[config.mk]
export PLATFORM = sky130hd
export DESIGN_NAME = abs_datapath
export DESIGN_NICKNAME = d
export VERILOG_FILES = /design/src/hdl/abs_datapath.v /design/src/hdl/abs_alu.v
export VERILOG_INCLUDE_DIRS = /design/src /design/src/hdl
export SDC_FILE = /design/constraint.sdc
export NUM_CORES = 1
export LEC_CHECK = 0
export ABC_AREA = 1
export BUFFER_PORTS_ARGS = -buffer_cell sky130_fd_sc_hd__buf_4
export CAP_MARGIN = 20
export CELL_PAD_IN_SITES_DETAIL_PLACEMENT = 1
export CELL_PAD_IN_SITES_GLOBAL_PLACEMENT = 1
export CORE_MARGIN = 1.5
export CORE_UTILIZATION = 34
export DETAILED_ROUTE_END_ITERATION = 10
export PLACE_DENSITY_LB_ADDON = 0.1
export RECOVER_POWER = 100
export REMOVE_ABC_BUFFERS = 1
export SYNTH_ARGS = -nofsm -noshare
export SYNTH_HDL_FRONTEND = slang
export SYNTH_SLANG_ARGS = --single-unit
[constraint.sdc]
create_clock -name clk -period 2.4 [get_ports clk]
set_input_delay 0.36 -clock clk [delete_from_list [all_inputs] [get_ports clk]]
set_output_delay 0.36 -clock clk [all_outputs]
set_load 0.01 [all_outputs]
[src/hdl/abs_map.vh]
// Opcode fields, opcode codes, reset values and cycle counts of the datapath
`ifndef ABS_MAP_VH
`define ABS_MAP_VH

////////////////////////////////////////////////////////////////////////////////
// Word and field widths
`define ABS_WORD_W        14
`define ABS_DATA_W        8
`define ABS_ADDR_W        7
`define ABS_BIT_W         3

////////////////////////////////////////////////////////////////////////////////
// Field positions in the 14-bit instruction word
`define ABS_CLASS_HI      13
`define ABS_CLASS_LO      12
`define ABS_BOP_HI        11
`define ABS_BOP_LO        10
`define ABS_POS_HI        9
`define ABS_POS_LO        7
`define ABS_REG_HI        6
`define ABS_REG_LO        0
`define ABS_DEST_BIT      7
`define ABS_BYTE_OP_HI    11
`define ABS_BYTE_OP_LO    8
`define ABS_IMM_HI        7
`define ABS_IMM_LO        0
`define ABS_LIT_OP_HI     11
`define ABS_LIT_OP_LO     8
`define ABS_LIT_ADD_HI    11
`define ABS_LIT_ADD_LO    9

////////////////////////////////////////////////////////////////////////////////
// Class codes in the two top bits
`define ABS_CLASS_BYTE    2'h0
`define ABS_CLASS_BIT     2'h1
`define ABS_CLASS_LIT     2'h3

////////////////////////////////////////////////////////////////////////////////
// Byte-oriented operations
`define ABS_OP_ADD_REG    4'h7
`define ABS_OP_AND_REG    4'h5

////////////////////////////////////////////////////////////////////////////////
// Literal operations
`define ABS_OP_AND_IMM    4'h9
`define ABS_OP_ADD_IMM    3'h7

////////////////////////////////////////////////////////////////////////////////
// Bit-oriented operations
`define ABS_BOP_CLEAR     2'h0
`define ABS_BOP_SET       2'h1
`define ABS_BOP_SKIP_ZERO 2'h2
`define ABS_BOP_SKIP_ONE  2'h3

////////////////////////////////////////////////////////////////////////////////
// Destination select
`define ABS_DEST_ACC      1'b0
`define ABS_DEST_FILE     1'b1

////////////////////////////////////////////////////////////////////////////////
// Reset values
`define ABS_ACC_RST       8'h00
`define ABS_FLAG_RST      1'b0

////////////////////////////////////////////////////////////////////////////////
// Cycle counts
`define ABS_CYC_PLAIN     1
`define ABS_CYC_SKIP      2

`endif

[src/hdl/abs_datapath.v]
// Execution datapath for add, AND, bit modify and bit-test-skip instructions
`timescale 1ns/10ps
`include "abs_map.vh"

module abs_datapath #(
    parameter DATA_W = `ABS_DATA_W,
    parameter ADDR_W = `ABS_ADDR_W,
    parameter WORD_W = `ABS_WORD_W
) (
    input  wire              clk,
    input  wire              rst_b,
    input  wire              instr_valid,
    input  wire [WORD_W-1:0] instr_word,
    input  wire [DATA_W-1:0] file_rd_data,
    output reg  [ADDR_W-1:0] file_rd_addr_r,
    output reg               file_wr_en_r,
    output reg  [ADDR_W-1:0] file_wr_addr_r,
    output reg  [DATA_W-1:0] file_wr_data_r,
    output reg  [DATA_W-1:0] accumulator_reg_r,
    output reg               byte_overflow_flag_r,
    output reg               nibble_carry_flag_r,
    output reg               result_nil_flag_r,
    output reg               op_done_r,
    output reg               nop_cycle_r,
    output reg               instr_discard_r,
    output reg               unsupported_r
);

    ////////////////////////////////////////////////////////////////////////////
    // Field decode
    wire [1:0]        f_class;
    wire [1:0]        f_bop;
    wire [2:0]        f_pos;
    wire [ADDR_W-1:0] f_reg;
    wire              f_dest;
    wire [3:0]        f_byte_op;
    wire [3:0]        f_lit_op;
    wire [2:0]        f_lit_add;
    wire [DATA_W-1:0] f_imm;

    assign f_class   = instr_word[`ABS_CLASS_HI:`ABS_CLASS_LO];
    assign f_bop     = instr_word[`ABS_BOP_HI:`ABS_BOP_LO];
    assign f_pos     = instr_word[`ABS_POS_HI:`ABS_POS_LO];
    assign f_reg     = instr_word[`ABS_REG_HI:`ABS_REG_LO];
    assign f_dest    = instr_word[`ABS_DEST_BIT];
    assign f_byte_op = instr_word[`ABS_BYTE_OP_HI:`ABS_BYTE_OP_LO];
    assign f_lit_op  = instr_word[`ABS_LIT_OP_HI:`ABS_LIT_OP_LO];
    assign f_lit_add = instr_word[`ABS_LIT_ADD_HI:`ABS_LIT_ADD_LO];
    assign f_imm     = instr_word[`ABS_IMM_HI:`ABS_IMM_LO];

    ////////////////////////////////////////////////////////////////////////////
    // Instruction kinds
    localparam [3:0] K_NONE     = 4'h0;
    localparam [3:0] K_ADD_IMM  = 4'h1;
    localparam [3:0] K_ADD_REG  = 4'h2;
    localparam [3:0] K_AND_IMM  = 4'h3;
    localparam [3:0] K_AND_REG  = 4'h4;
    localparam [3:0] K_CLR_BIT  = 4'h5;
    localparam [3:0] K_SET_BIT  = 4'h6;
    localparam [3:0] K_SKIP_ONE = 4'h7;
    localparam [3:0] K_SKIP_ZER = 4'h8;

    reg [3:0] kind;

    always @* begin
        kind = K_NONE;
        case (f_class)
            `ABS_CLASS_BIT: begin
                case (f_bop)
                    `ABS_BOP_CLEAR:     kind = K_CLR_BIT;
                    `ABS_BOP_SET:       kind = K_SET_BIT;
                    `ABS_BOP_SKIP_ZERO: kind = K_SKIP_ZER;
                    `ABS_BOP_SKIP_ONE:  kind = K_SKIP_ONE;
                    default:            kind = K_NONE;
                endcase
            end
            `ABS_CLASS_BYTE: begin
                if (f_byte_op == `ABS_OP_ADD_REG) begin
                    kind = K_ADD_REG;
                end else if (f_byte_op == `ABS_OP_AND_REG) begin
                    kind = K_AND_REG;
                end
            end
            `ABS_CLASS_LIT: begin
                if (f_lit_add == `ABS_OP_ADD_IMM) begin
                    kind = K_ADD_IMM;
                end else if (f_lit_op == `ABS_OP_AND_IMM) begin
                    kind = K_AND_IMM;
                end
            end
            default: kind = K_NONE;
        endcase
    end

    ////////////////////////////////////////////////////////////////////////////
    // Operand select with forwarding of the pending file write
    wire              fwd_hit;
    wire [DATA_W-1:0] file_opnd;
    wire              is_lit;
    wire [DATA_W-1:0] opnd;

    assign fwd_hit   = file_wr_en_r && (file_wr_addr_r == f_reg);
    assign file_opnd = fwd_hit ? file_wr_data_r : file_rd_data;
    assign is_lit    = (kind == K_ADD_IMM) || (kind == K_AND_IMM);
    assign opnd      = is_lit ? f_imm : file_opnd;

    ////////////////////////////////////////////////////////////////////////////
    // Arithmetic unit
    wire [DATA_W-1:0] sum_val;
    wire              sum_carry;
    wire              sum_nib_carry;
    wire              sum_zero;
    wire [DATA_W-1:0] and_val;
    wire              and_zero;
    wire [DATA_W-1:0] clr_val;
    wire [DATA_W-1:0] set_val;
    wire              bit_val;

    abs_alu #(
        .DATA_W (DATA_W),
        .BIT_W  (`ABS_BIT_W)
    ) u_alu (
        .acc_val       (accumulator_reg_r),
        .opnd_val      (opnd),
        .bit_pos       (f_pos),
        .sum_val       (sum_val),
        .sum_carry     (sum_carry),
        .sum_nib_carry (sum_nib_carry),
        .sum_zero      (sum_zero),
        .and_val       (and_val),
        .and_zero      (and_zero),
        .clr_val       (clr_val),
        .set_val       (set_val),
        .bit_val       (bit_val)
    );

    ////////////////////////////////////////////////////////////////////////////
    // Next-state logic
    wire              exec;
    reg  [DATA_W-1:0] acc_nxt;
    reg               cy_nxt;
    reg               nib_nxt;
    reg               z_nxt;
    reg               wr_en_nxt;
    reg  [DATA_W-1:0] wr_data_nxt;
    reg               skip_nxt;

    // Instruction in the NOP cycle is thrown away
    assign exec = instr_valid && !nop_cycle_r;

    always @* begin
        acc_nxt     = accumulator_reg_r;
        cy_nxt      = byte_overflow_flag_r;
        nib_nxt     = nibble_carry_flag_r;
        z_nxt       = result_nil_flag_r;
        wr_en_nxt   = 1'b0;
        wr_data_nxt = file_wr_data_r;
        skip_nxt    = 1'b0;
        if (exec) begin
            case (kind)
                K_ADD_IMM: begin
                    acc_nxt = sum_val;
                    cy_nxt  = sum_carry;
                    nib_nxt = sum_nib_carry;
                    z_nxt   = sum_zero;
                end
                K_ADD_REG: begin
                    cy_nxt = sum_carry;
                    nib_nxt = sum_nib_carry;
                    z_nxt  = sum_zero;
                    if (f_dest == `ABS_DEST_FILE) begin
                        wr_en_nxt   = 1'b1;
                        wr_data_nxt = sum_val;
                    end else begin
                        acc_nxt = sum_val;
                    end
                end
                K_AND_IMM: begin
                    acc_nxt = and_val;
                    z_nxt   = and_zero;
                end
                K_AND_REG: begin
                    z_nxt = and_zero;
                    if (f_dest == `ABS_DEST_FILE) begin
                        wr_en_nxt   = 1'b1;
                        wr_data_nxt = and_val;
                    end else begin
                        acc_nxt = and_val;
                    end
                end
                K_CLR_BIT: begin
                    wr_en_nxt   = 1'b1;
                    wr_data_nxt = clr_val;
                end
                K_SET_BIT: begin
                    wr_en_nxt   = 1'b1;
                    wr_data_nxt = set_val;
                end
                K_SKIP_ONE: skip_nxt = bit_val;
                K_SKIP_ZER: skip_nxt = !bit_val;
                default: skip_nxt = 1'b0;
            endcase
        end
    end

    ////////////////////////////////////////////////////////////////////////////
    // State and output registers
    always @(posedge clk or negedge rst_b) begin
        if (!rst_b) begin
            accumulator_reg_r    <= `ABS_ACC_RST;
            byte_overflow_flag_r <= `ABS_FLAG_RST;
            nibble_carry_flag_r  <= `ABS_FLAG_RST;
            result_nil_flag_r    <= `ABS_FLAG_RST;
            file_wr_en_r         <= 1'b0;
            file_wr_addr_r       <= {ADDR_W{1'b0}};
            file_wr_data_r       <= {DATA_W{1'b0}};
            file_rd_addr_r       <= {ADDR_W{1'b0}};
            op_done_r            <= 1'b0;
            nop_cycle_r          <= 1'b0;
            instr_discard_r      <= 1'b0;
            unsupported_r        <= 1'b0;
        end else begin
            accumulator_reg_r    <= acc_nxt;
            byte_overflow_flag_r <= cy_nxt;
            nibble_carry_flag_r  <= nib_nxt;
            result_nil_flag_r    <= z_nxt;
            file_wr_en_r         <= wr_en_nxt;
            if (exec) begin
                file_wr_addr_r <= f_reg;
                file_rd_addr_r <= f_reg;
            end
            file_wr_data_r       <= wr_data_nxt;
            op_done_r            <= exec && (kind != K_NONE);
            nop_cycle_r          <= skip_nxt;
            instr_discard_r      <= instr_valid && nop_cycle_r;
            unsupported_r        <= exec && (kind == K_NONE);
        end
    end

endmodule

[src/hdl/abs_alu.v]
// Combinational arithmetic, logic and bit-modify unit of the datapath
`timescale 1ns/10ps

module abs_alu #(
    parameter DATA_W = 8,
    parameter BIT_W  = 3
) (
    input  wire [DATA_W-1:0] acc_val,
    input  wire [DATA_W-1:0] opnd_val,
    input  wire [BIT_W-1:0]  bit_pos,
    output wire [DATA_W-1:0] sum_val,
    output wire              sum_carry,
    output wire              sum_nib_carry,
    output wire              sum_zero,
    output wire [DATA_W-1:0] and_val,
    output wire              and_zero,
    output wire [DATA_W-1:0] clr_val,
    output wire [DATA_W-1:0] set_val,
    output wire              bit_val
);

    wire [DATA_W:0]   sum_full;
    wire [4:0]        nib_sum;
    wire [DATA_W-1:0] bit_mask;

    ////////////////////////////////////////////////////////////////////////////
    // Add with carry out of bit 7 and bit 3
    assign sum_full      = {1'b0, acc_val} + {1'b0, opnd_val};
    assign sum_val       = sum_full[DATA_W-1:0];
    assign sum_carry     = sum_full[DATA_W];
    assign nib_sum       = {1'b0, acc_val[3:0]} + {1'b0, opnd_val[3:0]};
    assign sum_nib_carry = nib_sum[4];
    assign sum_zero      = (sum_val == {DATA_W{1'b0}});

    ////////////////////////////////////////////////////////////////////////////
    // Bitwise AND
    assign and_val  = acc_val & opnd_val;
    assign and_zero = (and_val == {DATA_W{1'b0}});

    ////////////////////////////////////////////////////////////////////////////
    // Bit modify of the one bit at bit_pos, others kept
    assign bit_mask = {{(DATA_W-1){1'b0}}, 1'b1} << bit_pos;
    assign clr_val  = opnd_val & ~bit_mask;
    assign set_val  = opnd_val | bit_mask;
    assign bit_val  = opnd_val[bit_pos];

endmodule

==> results of run 1 <==
-- how the worst min path moves through the flow --
stage                     cells past startpoint  slack [ns]              endpoint
after CTS                                     1        0.02  accumulator_reg_r[0]
after global routing                          3        0.29       instr_discard_r
after detailed placement                      1        0.34     file_wr_addr_r[4]
after global placement                        1        0.34       instr_discard_r
after floorplan                               0        0.06  accumulator_reg_r[0]
final                                         3        0.27       instr_discard_r
-- flip-flops by register name (all words and copies together), names as in the netlist --
| name | cells |
|---|---|
| byte_overflow_flag_r | 1 |
| result_nil_flag_r | 1 |
| accumulator_reg_r | 8 |
| nop_cycle_r | 1 |
| nibble_carry_flag_r | 1 |
| file_wr_data_r | 8 |
| op_done_r | 1 |
| file_wr_addr_r | 7 |
| file_wr_en_r | 1 |
| instr_discard_r | 1 |
| unsupported_r | 1 |
-- report_power, final --
part | internal, uW | total [uW] | switching, uW
Clock | 337 | 572 | 236
Combinational | 1200 | 2530 | 1330
Sequential | 693 | 873 | 179
-- layout by cell type (no fill, tap or decap), types with 8 or more instances in the layout --
cell	n
o211ai_1	8
nand2_2	20
nor2_1	31
nand3_1	20
o21ai_0	30
nand2_1	105
clkbuf_1	26
buf_4	135
dfrtp_1	31
inv_1	64
nand2_4	11
nand3_2	13
buf_6	8
-- tightest hold or removal path: cells and delay by family --
kind,cells,cell delay [ns]
buf+inv,2,0.12
simple gates,1,0.04
-- what timing repair did --
| action | in CTS | in global routing |
|---|---|---|
| gates resized for setup | 57 | 48 |
| gates cloned | 0 | 0 |
| pin swaps | 30 | 33 |
| endpoints found under the setup margin | 16 | 18 |
| setup buffers | 18 | 11 |
-- logic make-up after synthesis --
| group | after synthesis | share of synthesized area |
|---|---|---|
| flip-flops | 31 | 0.284 |
| adder cells (fa/ha/maj) | 13 | 0.0622 |
| buffers and inverters | 87 | 0.145 |
| XOR/XNOR | 7 | 0.0224 |
| AO/OA/AOI/OAI | 63 | 0.129 |
| AND/OR/NAND/NOR | 223 | 0.357 |
-- metal layers --
layer	part of all wire	GRT usage	wire (um)
met4	0.037	0.141	472
met3	0.039	0.0534	495
met5	0	0	0
met2	0.54	0.532	6790
met1	0.38	0.297	4850
-- cell type report --
cell class / count / area [um^2]
fillers: 1023 / 3300
multi-input cells: 306 / 1950
repair buffers: 170 / 1210
flip-flops and latches: 31 / 776
inverters: 73 / 282
well taps: 102 / 128
clock buffers: 6 / 82.6
clock inverters: 2 / 35.0
-- through the flow --
step | hold WS, ns | total power [uW] | cell area (um^2) | setup TNS [ns] | setup WS (ns)
CTS | 0.0179 | 3760 | 4330 | -2.67 | -0.317
detailed placement | 0.336 | 2830 | 3830 | -7.73 | -0.690
global placement | 0.339 | 2770 | 3830 | -6.63 | -0.549
global route | 0.292 | 4230 | 4460 | -6.89 | -0.576
floorplan | 0.0644 | 1750 | 2610 | -1.96 | -0.411
finish | 0.273 | 3980 | 4460 | -4.07 | -0.404
==> results_dict.tcl, run 1 <==
set metrics [dict create \
    core_um2 7770 \
    relSlewSlack -0.232 \
    crit_arrival_ns 3.03 \
    rows 32 \
    syn_area_um2 2740 \
    synthCells 424 \
    grt_max_degree 32 \
    drive_above_1_share 0.415 \
    cp_slowest_stage_delay_ns 0.42 \
    avgRoutedWirePerCell_um 18.3 \
    worstSetupPathType "flip-flop to flip-flop" \
    routed_via_density 5.16 \
    status "finished, violations left" \
    antenna_found_initial 0 \
    nets 625 \
    drv_cap 1 \
    boundaryPins 63 \
    area_growth_pct 63.2 \
    path_cells "inv_2 > nand2_1 > nand2_1 > nand2_2 > nor2_4 > nand3_2 > nand3_4 > nand2_4 > ha_4 > fa_2 > nand3_4 > nand2_4 > inv_4 > o21ai_2 > nand2_2 > nand2_2 > xor2_2 > buf_4 > a21oi_2 > nand2_1 > nand2_1" \
    crit_end "file_wr_data_r[6]" \
    crit_buf_inv 3 \
    worstRegToRegCells 21 \
    gp_congestion 0.878 \
    drt_iter0_drc 106 \
    cts_hold_buf 0 \
    period_needed_ns 2.80 \
    ys_async_sr_fraction 1.00 \
    clk_pin_slew_ns 0.08 \
    drc_errors 0 \
    drt.antenna.violating_nets 0 \
    cp.depth 21 \
    setup_viol 18 \
    yosysTopAreaCellShare 0.284 \
    crit_path_start "file_wr_addr_r[6]" \
    clockBufferDepth 2 \
    rsz0062_at_grt "yes" \
    start_util 0.352 \
    htree_levels 2 \
    tightest_slew_ns 1.85 \
    avgSynthCellArea_um2 6.45 \
    port_buffers 62 \
    yosys_register_bits 31 \
    hold_start "instr_valid" \
    p_per_area_nw_per_um2 891 \
    synth.most_common_cell "nand2_1" \
    die-area_um2 8590 \
    cp.required_ns 2.63 \
    worstReg2RegStart "file_wr_addr_r[6]" \
    violations "max-capacitance violations, max-slew violations, negative setup slack" \
    r2r-end "file_wr_data_r[6]" \
    irDropWorstVdd_uv 635 \
    cts_made_buffers 5 \
    synth_commonest_cells "nand2_1, inv_1, o21ai_0" \
    utilization 0.575 \
    synth_enable_flop_cells 0 \
    crit_fanout 4 \
    overflow 0 \
    fin_ws_ns -0.404 \
    slowest_stage "dfrtp_1" \
    synth-warning-count 0 \
    end_kind "flip-flop" \
    p_leak_uw 0.00239 \
    synth_area_leaders "dfrtp_1, nand2_1, inv_1" \
    maxSlewViolCount 32 \
    clock-skew-final_ns 0.0107 \
    fmax_ghz 0.357 \
    vias 3560 \
    dpl.hpwl_um 8530 \
    grt_pass1_wl_um 18600 \
    hold_viol 0 \
    cp-start-kind "flip-flop" \
    n_antenna_cell 0 \
    dp.cells 657 \
    grt_use_total 0.283 \
    grt_pass1_vias 3839 \
    drt_pass1_iterations 4 \
    ys_seq_area_frac 0.284 \
    clock-sinks 31 \
    synth-main-ff-cell "dfrtp_1" \
    final-instance-count-excl-fill 690 \
    ys_types 34 \
    die_x_um 92.7 \
    clock_latency_ns 0.29 \
    cts-root-buf "clkbuf_8" \
    totalWireLength_um 12600 \
    cts_tree "built" \
    cp_top_family "simple AND/OR/NAND/NOR gates" \
    hold_path.class "input port to flip-flop" \
    period_share 1.17 \
    reg2reg_slack_ns -0.40 \
    critPathMostFrequentCell "nand2_1" \
    synth_largest_area_cell "dfrtp_1" \
    die_h_um 92.7 \
]
Note: power is estimated with default switching activity, not from simulation.
==> run 2: changes to the inputs <==
Settings changed: BUFFER_PORTS_ARGS -buffer_cell sky130_fd_sc_hd__buf_4 to not set, CORE_ASPECT_RATIO set to 1.25, CORE_UTILIZATION 34 to 40, DONT_BUFFER_PORTS set to 1.
==> run 2 against run 1 <==
  * The run still ends with max-capacitance violations, max-slew violations, negative setup slack left
  * Largest cell class unchanged
  * Flip-flop and latch count is the same
  * Combinational power shrank 8.7%
  * Critical path depth is the same
  * Critical endpoint is now accumulator_reg_r[6]
  * Critical path type unchanged
  * Count of clock-buffer cells in the layout is the same
  * Die area shrank 14%
==> results_dict.tcl, run 2 (synthesis results as in run 1) <==
set metrics [dict create \
    cts-root-buf "clkbuf_8" \
    critPathMostFrequentCell "nand2_2" \
    antenna_found_initial 0 \
    drv_cap 1 \
    clock-skew-final_ns 0.00842 \
    p_per_area_nw_per_um2 953 \
    cp.required_ns 2.59 \
    vias 3122 \
    fmax_ghz 0.350 \
    relSlewSlack -0.0638 \
    crit_path_start "file_wr_addr_r[0]" \
    n_antenna_cell 0 \
    drt.antenna.violating_nets 0 \
    clock-sinks 31 \
    die_x_um 77.0 \
    rows 33 \
    setup_viol 16 \
    drt_pass1_iterations 4 \
    avgRoutedWirePerCell_um 18.5 \
    cp_top_family "simple AND/OR/NAND/NOR gates" \
    gp_congestion 0.911 \
    die-area_um2 7350 \
    grt_pass1_wl_um 16600 \
    n_fill_cell 867 \
    cp_slowest_stage_delay_ns 0.42 \
    irDropWorstVdd_uv 688 \
    boundaryPins 63 \
    reg2reg_slack_ns -0.46 \
    fin_ws_ns -0.458 \
    crit_buf_inv 3 \
    crit_fanout 5 \
    p_leak_uw 0.00203 \
    rsz0062_at_grt "yes" \
    cp-start-kind "flip-flop" \
    clock_latency_ns 0.30 \
    dpl_cell_area_um2 3250 \
    slowest_stage "dfrtp_1" \
    period_share 1.19 \
    clockBufferDepth 2 \
    fin_area_um2 3880 \
    worstSetupPathType "flip-flop to flip-flop" \
    area_growth_pct 41.8 \
    start_util 0.414 \
    dp_slack_ns -0.548 \
    period_needed_ns 2.86 \
    violations "max-capacitance violations, max-slew violations, negative setup slack" \
    grt_pass1_vias 3394 \
    final_common_cell "nand2_1" \
    drive_above_1_share 0.353 \
    nets 540 \
    dpl.hpwl_um 7550 \
    htree_levels 2 \
    whs_ns 0.178 \
    core_um2 6610 \
    largestRegisters "accumulator_reg_r (8), file_wr_data_r (8), file_wr_addr_r (7)" \
    final_cell_mix "nand2_1, buf_4, inv_1, nor2_1, dfrtp_1" \
    cts_tree "built" \
    hold_viol 0 \
    drc_errors 0 \
    grt_use_total 0.296 \
    routed_via_density 5.30 \
    maxSlewViolCount 32 \
    hold_path.class "input port to flip-flop" \
    cts_made_buffers 5 \
    status "finished, violations left" \
    port_buffers 0 \
    overflow 0 \
    hold_start "instr_valid" \
    path_cells "nand2_2 > nand2_2 > inv_2 > nand2_2 > nor2_4 > nand3_2 > nand3_2 > nand2_4 > ha_4 > fa_2 > nand3_2 > nand2_2 > inv_2 > o21ai_2 > nand2_1 > nand2_2 > xor2_2 > buf_4 > nand2_1 > o211ai_1 > nand2_1" \
    end_kind "flip-flop" \
    crit_arrival_ns 3.05 \
    grt_max_degree 32 \
    tightest_slew_ns 1.60 \
    power_uw 3700 \
    worstReg2RegStart "file_wr_addr_r[0]" \
    totalWireLength_um 10900 \
    finalSetupTns_ns -4.06 \
    die_h_um 95.5 \
    clk_pin_slew_ns 0.08 \
    drt_iter0_drc 132 \
]
-- run 2: cell count changes in the layout (fill, tap and decap cells not counted), moves of 3 or more --
cell and change:
nand2_1 -5, buf_4 -71, nand3_2 -3, nand2_2 +7, o21ai_0 -3, clkbuf_1 -16
-- run 2: area by class of cell --
type                    instances  area (um^2)  share of cell area
clock buffers                   6         82.6              0.0213
flip-flops and latches         31          776               0.200
multi-input cells             306         1980               0.510
inverters                      73          279              0.0720
clock inverters                 1         5.00             0.00129
well taps                      87          109              0.0281
repair buffers                 85          651               0.168
-- run 2: metal layers --
layer,track usage,part of all wire,up-vias
li1,-,-,1482
met1,0.285,0.36,1499
met2,0.598,0.55,95
met3,0.0517,0.039,46
met4,0.154,0.053,0
met5,0,0,-
-- run 2: worst paths after layout --
check                                  endpoint  cells after the start
setup / recovery           accumulator_reg_r[6]                     21
hold / removal                  instr_discard_r                      2
setup reg to reg           accumulator_reg_r[6]                     21
hold reg to reg             nibble_carry_flag_r                      2
max in group asynchronous  accumulator_reg_r[2]                      2
min in group asynchronous     file_wr_data_r[4]                      2
-- run 2: through the flow --
stage	instances	util
finish	589	0.587
global route	589	0.587
CTS	585	0.564
detailed placement	565	0.491
global placement	565	0.491
floorplan	410	-
-- run 2: what timing repair did --
item                       4_1_cts  5_1_grt
gates resized for setup         68       46
setup endpoints to repair       16       17
pin swaps                       27       22
hold buffers                     2        0
cloned                           0        0
hold endpoints to repair        31        0
setup buffers                   13        5
-- run 2: power breakdown --
group          total [uW]  switching [uW]  internal, uW
clock network         453             228           226
registers             935             242           693
logic                2310            1190          1110
